==> src/period_match_timer_pkg.sv <==
// package: register map, field layout and reset values of the period match timer
package period_match_timer_pkg;
	localparam logic [3:0] addr_count_c = 4'h0;
	localparam logic [3:0] addr_period_c = 4'h4;
	localparam logic [3:0] addr_control_c = 4'h8;
	localparam logic [3:0] addr_status_c = 4'hC;
	localparam logic [3:0] addr_mask_c = 4'h0;
	localparam logic [4:0] addr_mask_full_c = 5'h10;
	localparam int ps_lo_c = 0;
	localparam int on_bit_c = 2;
	localparam int post_lo_c = 3;
	localparam logic [7:0] count_rst_c = 8'h00;
	localparam logic [7:0] period_rst_c = 8'hFF;
	localparam logic [6:0] control_rst_c = 7'h00;
	localparam logic [1:0] resp_okay_c = 2'h0;
	localparam logic [1:0] resp_slverr_c = 2'h2;
endpackage

==> src/period_match_timer_8bit.sv <==
// period match timer: 8-bit counter, prescaler, period compare, postscaler, axi4-lite slave
//
// Our own choices: the register offsets and the AXI4-Lite slave port.
`timescale 1ns/1ps
// Functional notes
// - while on, counter increments by one per prescaled tick from zero
// - prescale select bits 1:0: 00 divide 1, 01 divide 4, 1x divide 16
// - counter compared with period limit each cycle while on; equality gives match output
// - match clears counter next cycle and advances postscaler
// - software reads and writes counter and period limit at any time
// - reset clears counter and sets period limit to all ones
// - prescaler and postscaler cleared by counter write, control write, reset
// - control write leaves counter value unchanged
// - on bit 2 runs timer when set, stops it when clear
// - postscale bits 6:3 give code plus one matches per flag event
// - postscaler completion sets and latches the match interrupt flag
// - latched flag forwarded as interrupt only while enable bit set
// - unscaled match pulse provided as pwm time base
// - match output offered as spi shift clock source
// - control bit 7 unimplemented, reads zero
module period_match_timer_8bit #(
	parameter int count_width = 8
) (
	// clock and reset
	input wire logic aclk,
	input wire logic aresetn,
	// axi4-lite write address
	input wire logic [4:0] s_axi_awaddr,
	input wire logic s_axi_awvalid,
	output logic s_axi_awready,
	// axi4-lite write data
	input wire logic [31:0] s_axi_wdata,
	input wire logic [3:0] s_axi_wstrb,
	input wire logic s_axi_wvalid,
	output logic s_axi_wready,
	// axi4-lite write response
	output logic [1:0] s_axi_bresp,
	output logic s_axi_bvalid,
	input wire logic s_axi_bready,
	// axi4-lite read address
	input wire logic [4:0] s_axi_araddr,
	input wire logic s_axi_arvalid,
	output logic s_axi_arready,
	// axi4-lite read data
	output logic [31:0] s_axi_rdata,
	output logic [1:0] s_axi_rresp,
	output logic s_axi_rvalid,
	input wire logic s_axi_rready,
	// timer outputs
	output logic match_pulse,
	output logic spi_shift_clock,
	output logic irq
);
	// the datapath is written for eight bits only, so refuse anything else at elaboration
	if (count_width != 8) begin : g_width_check
		$error("count_width must be 8");
	end

	logic [7:0] count_ff, nxt_count;
	logic [7:0] period_ff;
	logic [6:0] control_ff;
	logic [3:0] pre_ff, nxt_pre;
	logic [3:0] post_ff, nxt_post;
	logic flag_ff, nxt_flag;
	logic enable_ff;
	logic match_ff, shift_ff, irq_ff;
	logic aw_ff, w_ff, bvalid_ff, awready_ff, wready_ff;
	logic [4:0] awaddr_ff;
	logic [31:0] wdata_ff;
	logic [3:0] wstrb_ff;
	logic [1:0] bresp_ff;
	logic arready_ff, rvalid_ff;
	logic [31:0] rdata_ff;
	logic [1:0] rresp_ff;

	// one word per register from 0x00 to 0x10; anything else answers with an error
	function automatic logic is_mapped(input logic [4:0] a);
		return (a[1:0] == 2'h0) && (a[4:2] <= 3'h4);
	endfunction

	// write path: latch address and data separately, act when both held
	wire do_write = aw_ff && w_ff && !bvalid_ff;
	wire wr_lane0 = do_write && wstrb_ff[0];
	wire wr_count = wr_lane0 && (awaddr_ff == {1'b0, period_match_timer_pkg::addr_count_c});
	wire wr_period = wr_lane0 && (awaddr_ff == {1'b0, period_match_timer_pkg::addr_period_c});
	wire wr_control = wr_lane0 && (awaddr_ff == {1'b0, period_match_timer_pkg::addr_control_c});
	wire wr_mask = wr_lane0 && (awaddr_ff == period_match_timer_pkg::addr_mask_full_c);
	wire wr_mapped = is_mapped(awaddr_ff);

	// timer datapath
	wire timer_on = control_ff[period_match_timer_pkg::on_bit_c];
	wire [1:0] ps_sel = control_ff[period_match_timer_pkg::ps_lo_c +: 2];
	wire [3:0] post_sel = control_ff[period_match_timer_pkg::post_lo_c +: 4];
	wire [3:0] pre_last = ps_sel[1] ? 4'hF : (ps_sel[0] ? 4'h3 : 4'h0);
	wire tick = timer_on && (pre_ff == pre_last);
	// compare only while running, so a stopped timer raises no events
	wire match = timer_on && (count_ff == period_ff);
	wire post_done = match && (post_ff == post_sel);
	wire clear_scalers = wr_count || wr_control;

	// read path: reading status clears it, so a set in that cycle must survive
	wire rd_take = s_axi_arvalid && arready_ff;
	wire rd_status = rd_take && (s_axi_araddr == {1'b0, period_match_timer_pkg::addr_status_c});
	wire rd_mapped = is_mapped(s_axi_araddr);

	function automatic logic [31:0] read_mux(input logic [4:0] a);
		case (a)
			{1'b0, period_match_timer_pkg::addr_count_c}: read_mux = {24'h000000, count_ff};
			{1'b0, period_match_timer_pkg::addr_period_c}: read_mux = {24'h000000, period_ff};
			{1'b0, period_match_timer_pkg::addr_control_c}:
				read_mux = {25'h0, control_ff};
			{1'b0, period_match_timer_pkg::addr_status_c}: read_mux = {31'h0, flag_ff};
			period_match_timer_pkg::addr_mask_full_c: read_mux = {31'h0, enable_ff};
			default: read_mux = 32'h00000000;
		endcase
	endfunction

	always_comb begin
		nxt_pre = pre_ff;
		nxt_post = post_ff;
		nxt_count = count_ff;
		if (clear_scalers) begin
			nxt_pre = 4'h0;
		end else if (timer_on) begin
			nxt_pre = tick ? 4'h0 : pre_ff + 4'h1;
		end
		if (clear_scalers) begin
			nxt_post = 4'h0;
		end else if (match) begin
			nxt_post = post_done ? 4'h0 : post_ff + 4'h1;
		end
		if (wr_count) begin
			nxt_count = wdata_ff[7:0];
		end else if (match) begin
			nxt_count = period_match_timer_pkg::count_rst_c;
		end else if (tick) begin
			nxt_count = count_ff + 8'h01;
		end
		// control writes deliberately do not touch the count
		nxt_flag = flag_ff;
		if (rd_status) begin
			nxt_flag = 1'b0;
		end
		if (post_done) begin
			nxt_flag = 1'b1;
		end
	end

	always_ff @(posedge aclk) begin
		if (!aresetn) begin
			count_ff <= period_match_timer_pkg::count_rst_c;
			period_ff <= period_match_timer_pkg::period_rst_c;
			control_ff <= period_match_timer_pkg::control_rst_c;
			pre_ff <= 4'h0;
			post_ff <= 4'h0;
			flag_ff <= 1'b0;
			enable_ff <= 1'b0;
			match_ff <= 1'b0;
			shift_ff <= 1'b0;
			irq_ff <= 1'b0;
		end else begin
			count_ff <= nxt_count;
			pre_ff <= nxt_pre;
			post_ff <= nxt_post;
			flag_ff <= nxt_flag;
			if (wr_period) begin
				period_ff <= wdata_ff[7:0];
			end
			if (wr_control) begin
				control_ff <= wdata_ff[6:0];
			end
			if (wr_mask) begin
				enable_ff <= wdata_ff[0];
			end
			match_ff <= match;
			shift_ff <= match;
			irq_ff <= nxt_flag && enable_ff;
		end
	end

	// axi4-lite write channel handling
	always_ff @(posedge aclk) begin
		if (!aresetn) begin
			aw_ff <= 1'b0;
			w_ff <= 1'b0;
			awready_ff <= 1'b0;
			wready_ff <= 1'b0;
			bvalid_ff <= 1'b0;
			awaddr_ff <= 5'h00;
			wdata_ff <= 32'h00000000;
			wstrb_ff <= 4'h0;
			bresp_ff <= period_match_timer_pkg::resp_okay_c;
		end else begin
			awready_ff <= !aw_ff && !awready_ff && s_axi_awvalid;
			wready_ff <= !w_ff && !wready_ff && s_axi_wvalid;
			if (s_axi_awvalid && awready_ff) begin
				aw_ff <= 1'b1;
				awaddr_ff <= s_axi_awaddr;
			end
			if (s_axi_wvalid && wready_ff) begin
				w_ff <= 1'b1;
				wdata_ff <= s_axi_wdata;
				wstrb_ff <= s_axi_wstrb;
			end
			if (do_write) begin
				bvalid_ff <= 1'b1;
				bresp_ff <= wr_mapped ? period_match_timer_pkg::resp_okay_c
					: period_match_timer_pkg::resp_slverr_c;
			end else if (bvalid_ff && s_axi_bready) begin
				bvalid_ff <= 1'b0;
				aw_ff <= 1'b0;
				w_ff <= 1'b0;
			end
		end
	end

	// axi4-lite read channel handling
	always_ff @(posedge aclk) begin
		if (!aresetn) begin
			arready_ff <= 1'b0;
			rvalid_ff <= 1'b0;
			rdata_ff <= 32'h00000000;
			rresp_ff <= period_match_timer_pkg::resp_okay_c;
		end else begin
			arready_ff <= !arready_ff && !rvalid_ff && s_axi_arvalid;
			if (rd_take) begin
				rvalid_ff <= 1'b1;
				rdata_ff <= read_mux(s_axi_araddr);
				rresp_ff <= rd_mapped ? period_match_timer_pkg::resp_okay_c
					: period_match_timer_pkg::resp_slverr_c;
			end else if (rvalid_ff && s_axi_rready) begin
				rvalid_ff <= 1'b0;
			end
		end
	end

	assign s_axi_awready = awready_ff;
	assign s_axi_wready = wready_ff;
	assign s_axi_bvalid = bvalid_ff;
	assign s_axi_bresp = bresp_ff;
	assign s_axi_arready = arready_ff;
	assign s_axi_rvalid = rvalid_ff;
	assign s_axi_rdata = rdata_ff;
	assign s_axi_rresp = rresp_ff;
	assign match_pulse = match_ff;
	assign spi_shift_clock = shift_ff;
	assign irq = irq_ff;

	property p_count_inc;
		@(posedge aclk) disable iff (!aresetn)
		(tick && !match && !wr_count) |=> (count_ff == $past(count_ff) + 8'h01);
	endproperty
	a_count_inc: assert property (p_count_inc) else $error("count did not increment");

	property p_div4;
		@(posedge aclk) disable iff (!aresetn)
		(timer_on && ps_sel == 2'h1 && tick && !clear_scalers)[*1] ##1
		(timer_on && ps_sel == 2'h1 && !clear_scalers)[*3] |-> !tick;
	endproperty
	a_div4: assert property (p_div4) else $error("divide by four ticked early");

	property p_match_out;
		@(posedge aclk) disable iff (!aresetn)
		(timer_on && count_ff == period_ff) |=> match_pulse;
	endproperty
	a_match_out: assert property (p_match_out) else $error("match output missing");

	property p_match_clear;
		@(posedge aclk) disable iff (!aresetn)
		(match && !wr_count) |=> (count_ff == 8'h00);
	endproperty
	a_match_clear: assert property (p_match_clear) else $error("count not cleared on match");

	property p_reset_vals;
		@(posedge aclk) $rose(aresetn) |-> (count_ff == 8'h00 && period_ff == 8'hFF);
	endproperty
	a_reset_vals: assert property (p_reset_vals) else $error("bad reset values");

	property p_scaler_clear;
		@(posedge aclk) disable iff (!aresetn)
		clear_scalers |=> (pre_ff == 4'h0 && post_ff == 4'h0);
	endproperty
	a_scaler_clear: assert property (p_scaler_clear) else $error("scalers not cleared");

	property p_ctrl_keep;
		@(posedge aclk) disable iff (!aresetn)
		(wr_control && !match && !tick) |=> (count_ff == $past(count_ff));
	endproperty
	a_ctrl_keep: assert property (p_ctrl_keep) else $error("control write moved count");

	property p_off_hold;
		@(posedge aclk) disable iff (!aresetn)
		(!timer_on && !wr_count) |=> (count_ff == $past(count_ff) && !match_pulse);
	endproperty
	a_off_hold: assert property (p_off_hold) else $error("stopped timer moved");

	property p_flag_set;
		@(posedge aclk) disable iff (!aresetn)
		post_done |=> flag_ff;
	endproperty
	a_flag_set: assert property (p_flag_set) else $error("flag not latched");

	property p_irq_gate;
		@(posedge aclk) disable iff (!aresetn)
		irq |-> $past(enable_ff);
	endproperty
	a_irq_gate: assert property (p_irq_gate) else $error("irq while disabled");

	property p_count_write;
		@(posedge aclk) disable iff (!aresetn)
		wr_count |=> (count_ff == $past(wdata_ff[7:0]));
	endproperty
	a_count_write: assert property (p_count_write) else $error("count write lost");

	property p_period_write;
		@(posedge aclk) disable iff (!aresetn)
		wr_period |=> (period_ff == $past(wdata_ff[7:0]));
	endproperty
	a_period_write: assert property (p_period_write) else $error("period write lost");

	property p_div1;
		@(posedge aclk) disable iff (!aresetn)
		(timer_on && ps_sel == 2'h0) |-> tick;
	endproperty
	a_div1: assert property (p_div1) else $error("divide by one missed a tick");

	property p_div16;
		@(posedge aclk) disable iff (!aresetn)
		(timer_on && ps_sel[1] && tick && !clear_scalers) ##1
		(timer_on && ps_sel[1] && !clear_scalers)[*8] |-> !tick;
	endproperty
	a_div16: assert property (p_div16) else $error("divide by sixteen ticked early");

	property p_on_bit;
		@(posedge aclk) disable iff (!aresetn)
		wr_control |=> (timer_on == $past(wdata_ff[period_match_timer_pkg::on_bit_c]));
	endproperty
	a_on_bit: assert property (p_on_bit) else $error("on bit not taken");

	property p_post_range;
		@(posedge aclk) disable iff (!aresetn)
		post_ff <= post_sel;
	endproperty
	a_post_range: assert property (p_post_range) else $error("postscaler past its count");

	property p_flag_early;
		@(posedge aclk) disable iff (!aresetn)
		(!post_done && !flag_ff) |=> !flag_ff;
	endproperty
	a_flag_early: assert property (p_flag_early) else $error("flag set before count done");

	property p_flag_hold;
		@(posedge aclk) disable iff (!aresetn)
		(flag_ff && !rd_status) |=> flag_ff;
	endproperty
	a_flag_hold: assert property (p_flag_hold) else $error("flag dropped without a read");

	property p_irq_level;
		@(posedge aclk) disable iff (!aresetn)
		(flag_ff && enable_ff && !rd_status) |=> irq;
	endproperty
	a_irq_level: assert property (p_irq_level) else $error("enabled flag gave no irq");

	property p_base_clear;
		@(posedge aclk) disable iff (!aresetn)
		match_pulse |-> (count_ff == 8'h00 || $past(wr_count));
	endproperty
	a_base_clear: assert property (p_base_clear) else $error("time base pulse off period");

	property p_shift_same;
		@(posedge aclk) disable iff (!aresetn)
		spi_shift_clock == match_pulse;
	endproperty
	a_shift_same: assert property (p_shift_same) else $error("shift clock differs");

	property p_ctrl_read;
		@(posedge aclk) disable iff (!aresetn)
		(rd_take && s_axi_araddr == {1'b0, period_match_timer_pkg::addr_control_c})
			|=> (s_axi_rdata[31:7] == 25'h0);
	endproperty
	a_ctrl_read: assert property (p_ctrl_read) else $error("control bit 7 read set");

	property p_off_flag;
		@(posedge aclk) disable iff (!aresetn)
		(!timer_on && !flag_ff) |=> !flag_ff;
	endproperty
	a_off_flag: assert property (p_off_flag) else $error("stopped timer set flag");
endmodule // period_match_timer_8bit

==> config.mk <==
export PLATFORM = sky130hd
export DESIGN_NAME = period_match_timer_8bit
export DESIGN_NICKNAME = d
export VERILOG_FILES = /design/src/period_match_timer_pkg.sv /design/src/period_match_timer_8bit.sv
export SDC_FILE = /design/constraint.sdc
export NUM_CORES = 1
export LEC_CHECK = 0
export ABC_CLOCK_PERIOD_IN_PS = 2900
export BUFFER_PORTS_ARGS = -buffer_cell sky130_fd_sc_hd__buf_4
export CAP_MARGIN = 10
export CORE_MARGIN = 10
export CORE_UTILIZATION = 25
export CTS_BUF_LIST = sky130_fd_sc_hd__clkbuf_16
export DETAILED_ROUTE_END_ITERATION = 8
export GPL_TIMING_DRIVEN = 0
export SYNTH_ARGS = -nofsm -noshare
export SYNTH_HDL_FRONTEND = slang
export SYNTH_SLANG_ARGS = --single-unit
==> constraint.sdc <==
create_clock -name aclk -period 2.9 [get_ports aclk]
set_clock_uncertainty 0.2 [all_clocks]
set_input_delay 0.29 -clock aclk [delete_from_list [all_inputs] [get_ports aclk]]
set_output_delay 0.29 -clock aclk [all_outputs]
set_load 0.01 [all_outputs]
==> results of run 1 <==
-- cell type report --
type,instances,area (um2)
clock inverter,6,26.3
timing repair buffer,43,325
buffer,46,303
tap,172,215
fill,1387,8570
multi-input combinational,282,1730
clock buffer,9,225
inverter,2,7.51
sequential,66,1320
-- cells by family after synthesis --
kind of cell,Yosys count,synth area share
other,1,0.00115
AOI/OAI and AO/OA,80,0.166
DFF,66,0.404
xor gates and xnor gates,19,0.0509
muxes,19,0.0585
buffers and inverters,48,0.0949
and+or+nand+nor,135,0.213
adders and majority gates,3,0.0115
-- metal layers --
layer,global-route usage,vias to the layer above,wire length (um)
met5,0,-,0
met1,0.106,1312,3980
met2,0.155,68,4170
li1,-,1419,-
met4,0.0447,0,105
met3,0.0317,7,463
-- metrics by stage --
stage	instances	hold slack, ps
4_1_cts	626	6.32
3_5_place_dp	610	260
6_report	626	12.2
2_1_floorplan	396	208
5_1_grt	626	12.5
3_3_place_gp	610	244
-- worst max-delay path by stage --
stage                            endpoint  slack, ps           from
final                         count_ff[2]        840    count_ff[5]
after global routing          count_ff[2]        760    count_ff[5]
after global placement    spi_shift_clock        730        aresetn
after CTS                     count_ff[2]        860    count_ff[5]
after floorplan               count_ff[5]       1240  control_ff[1]
after detailed placement  spi_shift_clock        730        aresetn
-- state kept, by name, indices dropped and copies added, names as in the netlist, 4 cells and up --
register,flops
count_ff,8
period_ff,8
s_axi_rdata,8
wdata_ff,8
control_ff,7
awaddr_ff,5
post_ff,4
pre_ff,4
-- power by group --
group          internal, uW  leakage, uW  switching (uW)
combinational          72.4      0.00115            81.4
sequential              919     0.000534            14.2
clock                   558     0.000131             375
total                  1550      0.00181             470
-- placed cells by master, fill, tap and decap left out, types with 2 or more instances in the layout --
cell	netlist	routed
o21ai_0	3	3
nand2_1	58	58
a22oi_1	7	7
a21o_1	2	2
nor2_1	19	19
and2_1	4	4
o2111ai_1	2	2
nand4_1	3	3
clkinv_2	0	3
a21oi_1	29	29
ha_1	3	3
mux2i_1	18	18
or3_1	2	2
nor4_4	2	2
buf_6	2	2
a22o_1	10	10
clkinv_1	0	2
dfxtp_1	66	66
nand2b_1	2	2
o31ai_1	5	5
nor3_1	11	11
clkbuf_16	0	9
and3_1	4	4
clkbuf_1	9	9
xnor2_1	6	6
buf_2	4	4
conb_1	1	26
nand3_1	15	15
nor2b_1	2	2
o21ai_1	7	7
o211ai_1	2	2
inv_1	2	3
o211a_1	2	2
xor2_1	13	13
buf_4	29	71
nor4_2	2	2
-- critical path, stage by stage, from the launching register on --
cell and delay, ps:
dfxtp_1 440, xor2_1 120, nor4_2 340, nand3_1 260
buf_2 270, a31oi_1 220, a2bb2oi_2 150
==> metrics.txt, run 1 <==
outcome complete, no violations; asr flop ratio synth 0; global-route wire length before repair between 10000 and 15000 um; Worst EP arrival between 2000 and 2500 ps; Final Max Tran Viols 0; overall routing resource usage 0.0940; Clock Latency Late Sink approximately 330 ps; TNS Setup 0 ps; Die X ~130 um; CTS Buf Count 9; Synth area leaders dfxtp_1 (40%), buf_4 (6.7%), nand2_1 (6.7%); Placeable Area approximately 13000 um2; Hold EP wdata_ff[7]; initial core utilization 0.257; Reg clk slew, reported paths 50 ps; drt pass-1 iters 4; Primary FF master, synth dfxtp_1; synth unique cells 58; power per cell area between 400 and 500 nW/um2; hold_sp s_axi_wdata[7]; clk sinks 66; critical path fanouts, max 10; CP endpoint kind flip-flop; Pwr Total 2020 uW; largest area contributor in the netlist dfxtp_1; Post-DP Area roughly 3900 um2; Total Wirelength approximately 8700 um; vias in the first global route 2716; post-synthesis register bit count 66; Synth top cells by count dfxtp_1 (66), nand2_1 (58), a21oi_1 (29), buf_4 (29), nor2_1 (19); Net count, final approximately 510; DP Wirelength between 6000 and 7000 um; vias per std cell 4.48; DRC 0; CP required roughly 3000 ps; final worst setup slack 843 ps; leakage 0.00181 uW; Worst Hold Path Cells 3; most common cell in the netlist dfxtp_1; Setup-failing EPs final 0; antenna violations before repair 0; total gr overflow 0; Place WS between 700 and 800 ps; setup bufs post-CTS 0; Synth-to-Final Area Change 27.1%; CTS resizes 0; Hold Fails Final Rpt 0; # diodes 0; Final Cell Area a little over 4000 um2; worst-margin pin slew 588 ps; Max clock buf depth 2; FP Rows 41; RR Endpoint count_ff[2]; pin count of the biggest net entering global routing 11; post-route ant nets 0; hold buffers post-CTS 1; IO Port Bufs 42; hold crit path type primary input to flip-flop; maxcap violations 0; Synth Warn # 0; CTS tree done; fin crit share 0.709; Top Ports 97; critical path class flip-flop to flip-flop; RR Startpoint count_ff[5]; fin crit period 2060 ps; unrepaired setup endpoints after global routing false; Yosys top cell area share 0.404; FMAX 486 MHz; slew margin rel. 0.608; FF-to-FF path depth 6; EDFF count, synth 0; register area share after synthesis 0.404; via count ~2800; die area around 18000 um2; Root Driver clkbuf_16; CTS HTree Levels 3; wire length per cell around 14 um; Die Height 134 um; Avg Inst Size Synth about 9 um2; Iter 0 DRT Violations between 150 and 200; VDD IR-drop max about 210 uV; startpoint types flip-flop; R2R Setup Slk ~840 ps; routability cong. between 0.8 and 0.9; final core utilization 0.327; post-synthesis cell count about 370; cell area after synthesis approximately 3300 um2; fraction of layout cells with a size suffix above 1 0.225
(Power assumes the default switching activity.)
==> run 2: changes to the inputs <==
--- a/config.mk
+++ b/config.mk
@@ -5,7 +5,8 @@
 export SDC_FILE = /design/constraint.sdc
 export NUM_CORES = 1
 export LEC_CHECK = 0
-export ABC_CLOCK_PERIOD_IN_PS = 2900
+export ABC_AREA = 1
+export ABC_CLOCK_PERIOD_IN_PS = 1800
 export BUFFER_PORTS_ARGS = -buffer_cell sky130_fd_sc_hd__buf_4
 export CAP_MARGIN = 10
 export CORE_MARGIN = 10
==> constraint.sdc (replaced) <==
create_clock -name aclk -period 1.8 [get_ports aclk]
set_clock_uncertainty 0.2 [all_clocks]
set_input_delay 0.18 -clock aclk [delete_from_list [all_inputs] [get_ports aclk]]
set_output_delay 0.18 -clock aclk [all_outputs]
set_load 0.01 [all_outputs]
==> run 2 against run 1 <==
Via count up 12%; wire length up 3.7%; non-clock buffer count up 13; die area up 3.7%; combinational power up 86%; final area up 10%; first-iteration DRC count down 6.8%; worst setup slack worse by 730 ps; largest cell class unchanged; maximum frequency up 22%; highest routed layer unchanged; sequential cell count unchanged.
==> metrics.txt, run 2 <==
wire length per cell 11.9 um (-14%); cell area after synthesis 3410 um2 (+4.4%); vias in the first global route 2936 (+8.1%); critical path fanouts, max 10 (unchanged); Synth area leaders dfxtp_1 (39%), nand2_1 (11%), buf_4 (6.2%); FP Rows 42 (+2.4%); DP Wirelength 6990 um (+2.7%); Die Height 137 um (+1.8%); IO Port Bufs 42 (unchanged); P_int 2540 uW (+64%); via count 3129 (+12%); hold crit path type primary input to flip-flop; Synth-to-Final Area Change 34.1%; Clock Latency Late Sink 330 ps (about the same); # diodes 0 (unchanged); Setup-failing EPs final 0 (unchanged); register area share after synthesis 0.387 (-0.0170); largest area contributor in the netlist dfxtp_1; leakage 0.00214 uW (+18%); global-route wire length before repair 14600 um (+7.0%); CTS tree done; post-synthesis register bit count 66 (unchanged); critical path class flip-flop to flip-flop; Root Driver clkbuf_16; CP max-delay cell dfxtp_1; die area 18700 um2 (+3.7%); maxcap violations 0 (unchanged); antenna violations before repair 0 (unchanged); Yosys top cell area share 0.387 (-0.0170); Net count, final 632 (+25%); Primary FF master, synth dfxtp_1; most common cell after layout, fill and taps aside nand2_1; Hold Fails Final Rpt 0 (unchanged); Placeable Area 13300 um2 (+4.5%); Worst EP arrival 1700 ps (-420 ps); VDD IR-drop max 552 uV (+170%); drt pass-1 iters 5 (+1); power per cell area 727 nW/um2 (+50%); FMAX 592 MHz (+22%); Iter 0 DRT Violations 150 (-6.8%); fin crit period 1690 ps (-366 ps); sequential power share 0.454 (-0.008); Reg clk slew, reported paths 50 ps (about the same); CTS Buf Count 9 (unchanged); Total Wirelength 9030 um (+3.7%); outcome complete, no violations; overall routing resource usage 0.0974 (+0.00341); CP endpoint kind flip-flop; Layout Cells excl Fill 757 (+21%); routability cong. 0.837 (-0.52%); Pwr Total 3330 uW (+65%); Max clock buf depth 2 (unchanged); DRC 0 (unchanged); number of fill cells 1443 (+4.0%); CP required 1810 ps (-1150 ps); most common cell in the netlist nand2_1; Buf+Inv Stages, Crit Path 2 (+1); Synth Warn # 0 (unchanged); CTS HTree Levels 3 (unchanged); switch share 0.238 (+0.00556); Clock power frac 0.460 (-0.002); asr flop ratio synth 0 (unchanged); total gr overflow 0 (unchanged); Hold WS 36.8 ps (+24.6 ps); fraction of layout cells with a size suffix above 1 0.231 (+0.00597); vias per std cell 4.13 (-7.8%); synth unique cells 35 (-40%); slew margin rel. 0.538 (-0.0695); unrepaired setup endpoints after global routing true; clk sinks 66 (unchanged); Crit path max-delay family simple AND/OR/NAND/NOR gates; post-route ant nets 0 (unchanged); Final Max Tran Viols 0 (unchanged); Psw 794 uW (+69%); startpoint types flip-flop; worst-margin pin slew 692 ps (+104 ps); Top Ports 97 (unchanged); placed insts 718 (+18%); max incr delay on CP 370 ps (-70 ps); post-synthesis cell count 475 (+28%); Avg Inst Size Synth 7.19 um2 (-18%); most frequent cells in the layout nand2_1 (102), buf_4 (73), dfxtp_1 (61); combinational fraction of design power 0.086 (+0.010); initial core utilization 0.257 (-0.000258); EDFF count, synth 0 (unchanged); fin crit share 0.939 (+0.230); crit-path cells nand3_1 -> nor2_2 -> inv_2 -> nor2_8 -> nand4_4 -> buf_6 -> nand2_1 -> o211ai_2; Synth top cells by count nand2_1 (103), dfxtp_1 (66), nor2_1 (46), inv_1 (43), a21oi_1 (41); Die X 137 um (+1.8%); pin count of the biggest net entering global routing 12 (+1)
## run 2: cells by family (layout without fill, tap and decap cells)
kind of cell               count (synthesis)  after routing  synth area share
xor gates and xnor gates                  12             12            0.0308
other                                      1             26           0.00110
AOI/OAI and AO/OA                         95             95             0.162
adders and majority gates                  3              3            0.0110
buffers and inverters                     93            174             0.136
DFF                                       66             66             0.387
and+or+nand+nor                          205            205             0.273
## run 2: final cells by class
| type | instances | area (um2) | share of cell area |
|---|---|---|---|
| Inverter | 56 | 215 | 0.0470 |
| Clock buffer | 9 | 225 | 0.0492 |
| Buffer | 37 | 258 | 0.0563 |
| Sequential cell | 66 | 1330 | 0.290 |
| Tap cell | 176 | 220 | 0.0481 |
| Timing Repair Buffer | 65 | 536 | 0.117 |
| Multi-Input combinational cell | 341 | 1760 | 0.384 |
| Clock inverter | 7 | 37.5 | 0.00820 |
## run 2: worst paths after layout
kind / startpoint / endpoint / slack (ps) / cells past startpoint
min: s_axi_araddr[0] / s_axi_rresp[1] / 40 / 5
min reg2reg: s_axi_rvalid / s_axi_arready / 240 / 1
max reg2reg: w_ff / period_ff[7] / 110 / 8
max: w_ff / period_ff[7] / 110 / 8
## run 2: per-stage QoR
step	TNS, ps	util	setup WS (ps)	instance area (um2)
2_1_floorplan	0	-	253	3510
3_3_place_gp	0	0.304	13.2	4040
3_5_place_dp	0	0.304	10.7	4040
4_1_cts	0	0.338	2.95	4500
5_1_grt	-24.3	0.344	-18.5	4580
6_report	0	0.344	109	4580
## run 2: layer usage
layer	up-vias	wire, um	track usage
met5	-	0	0
li1	1695	-	-
met3	9	816	0.0370
met1	1332	4550	0.134
met2	93	3550	0.135
met4	0	119	0.0334
## run 2: worst reg2reg max path, cell delays in order (launching register included)
cell	delay, ps
dfxtp_1	370
nand3_1	130
nor2_2	140
inv_2	90
nor2_8	150
nand4_4	160
buf_6	200
nand2_1	70
o211ai_2	70
## run 2: power groups by stage
stage	logic, uW	clock network, uW	registers [uW]
floorplan	159	0	1540
global placement	246	0	1540
detailed placement	248	0	1540
CTS	281	1570	1510
global route	323	1630	1510
finish	287	1530	1510
## run 2: what timing repair did
action                                  4_1_cts  5_1_grt
hold buffers                                 19        0
gates resized for setup                       0       16
hold endpoints to repair                     21        0
endpoints found under the setup margin        0       19
setup buffers                                 0        4
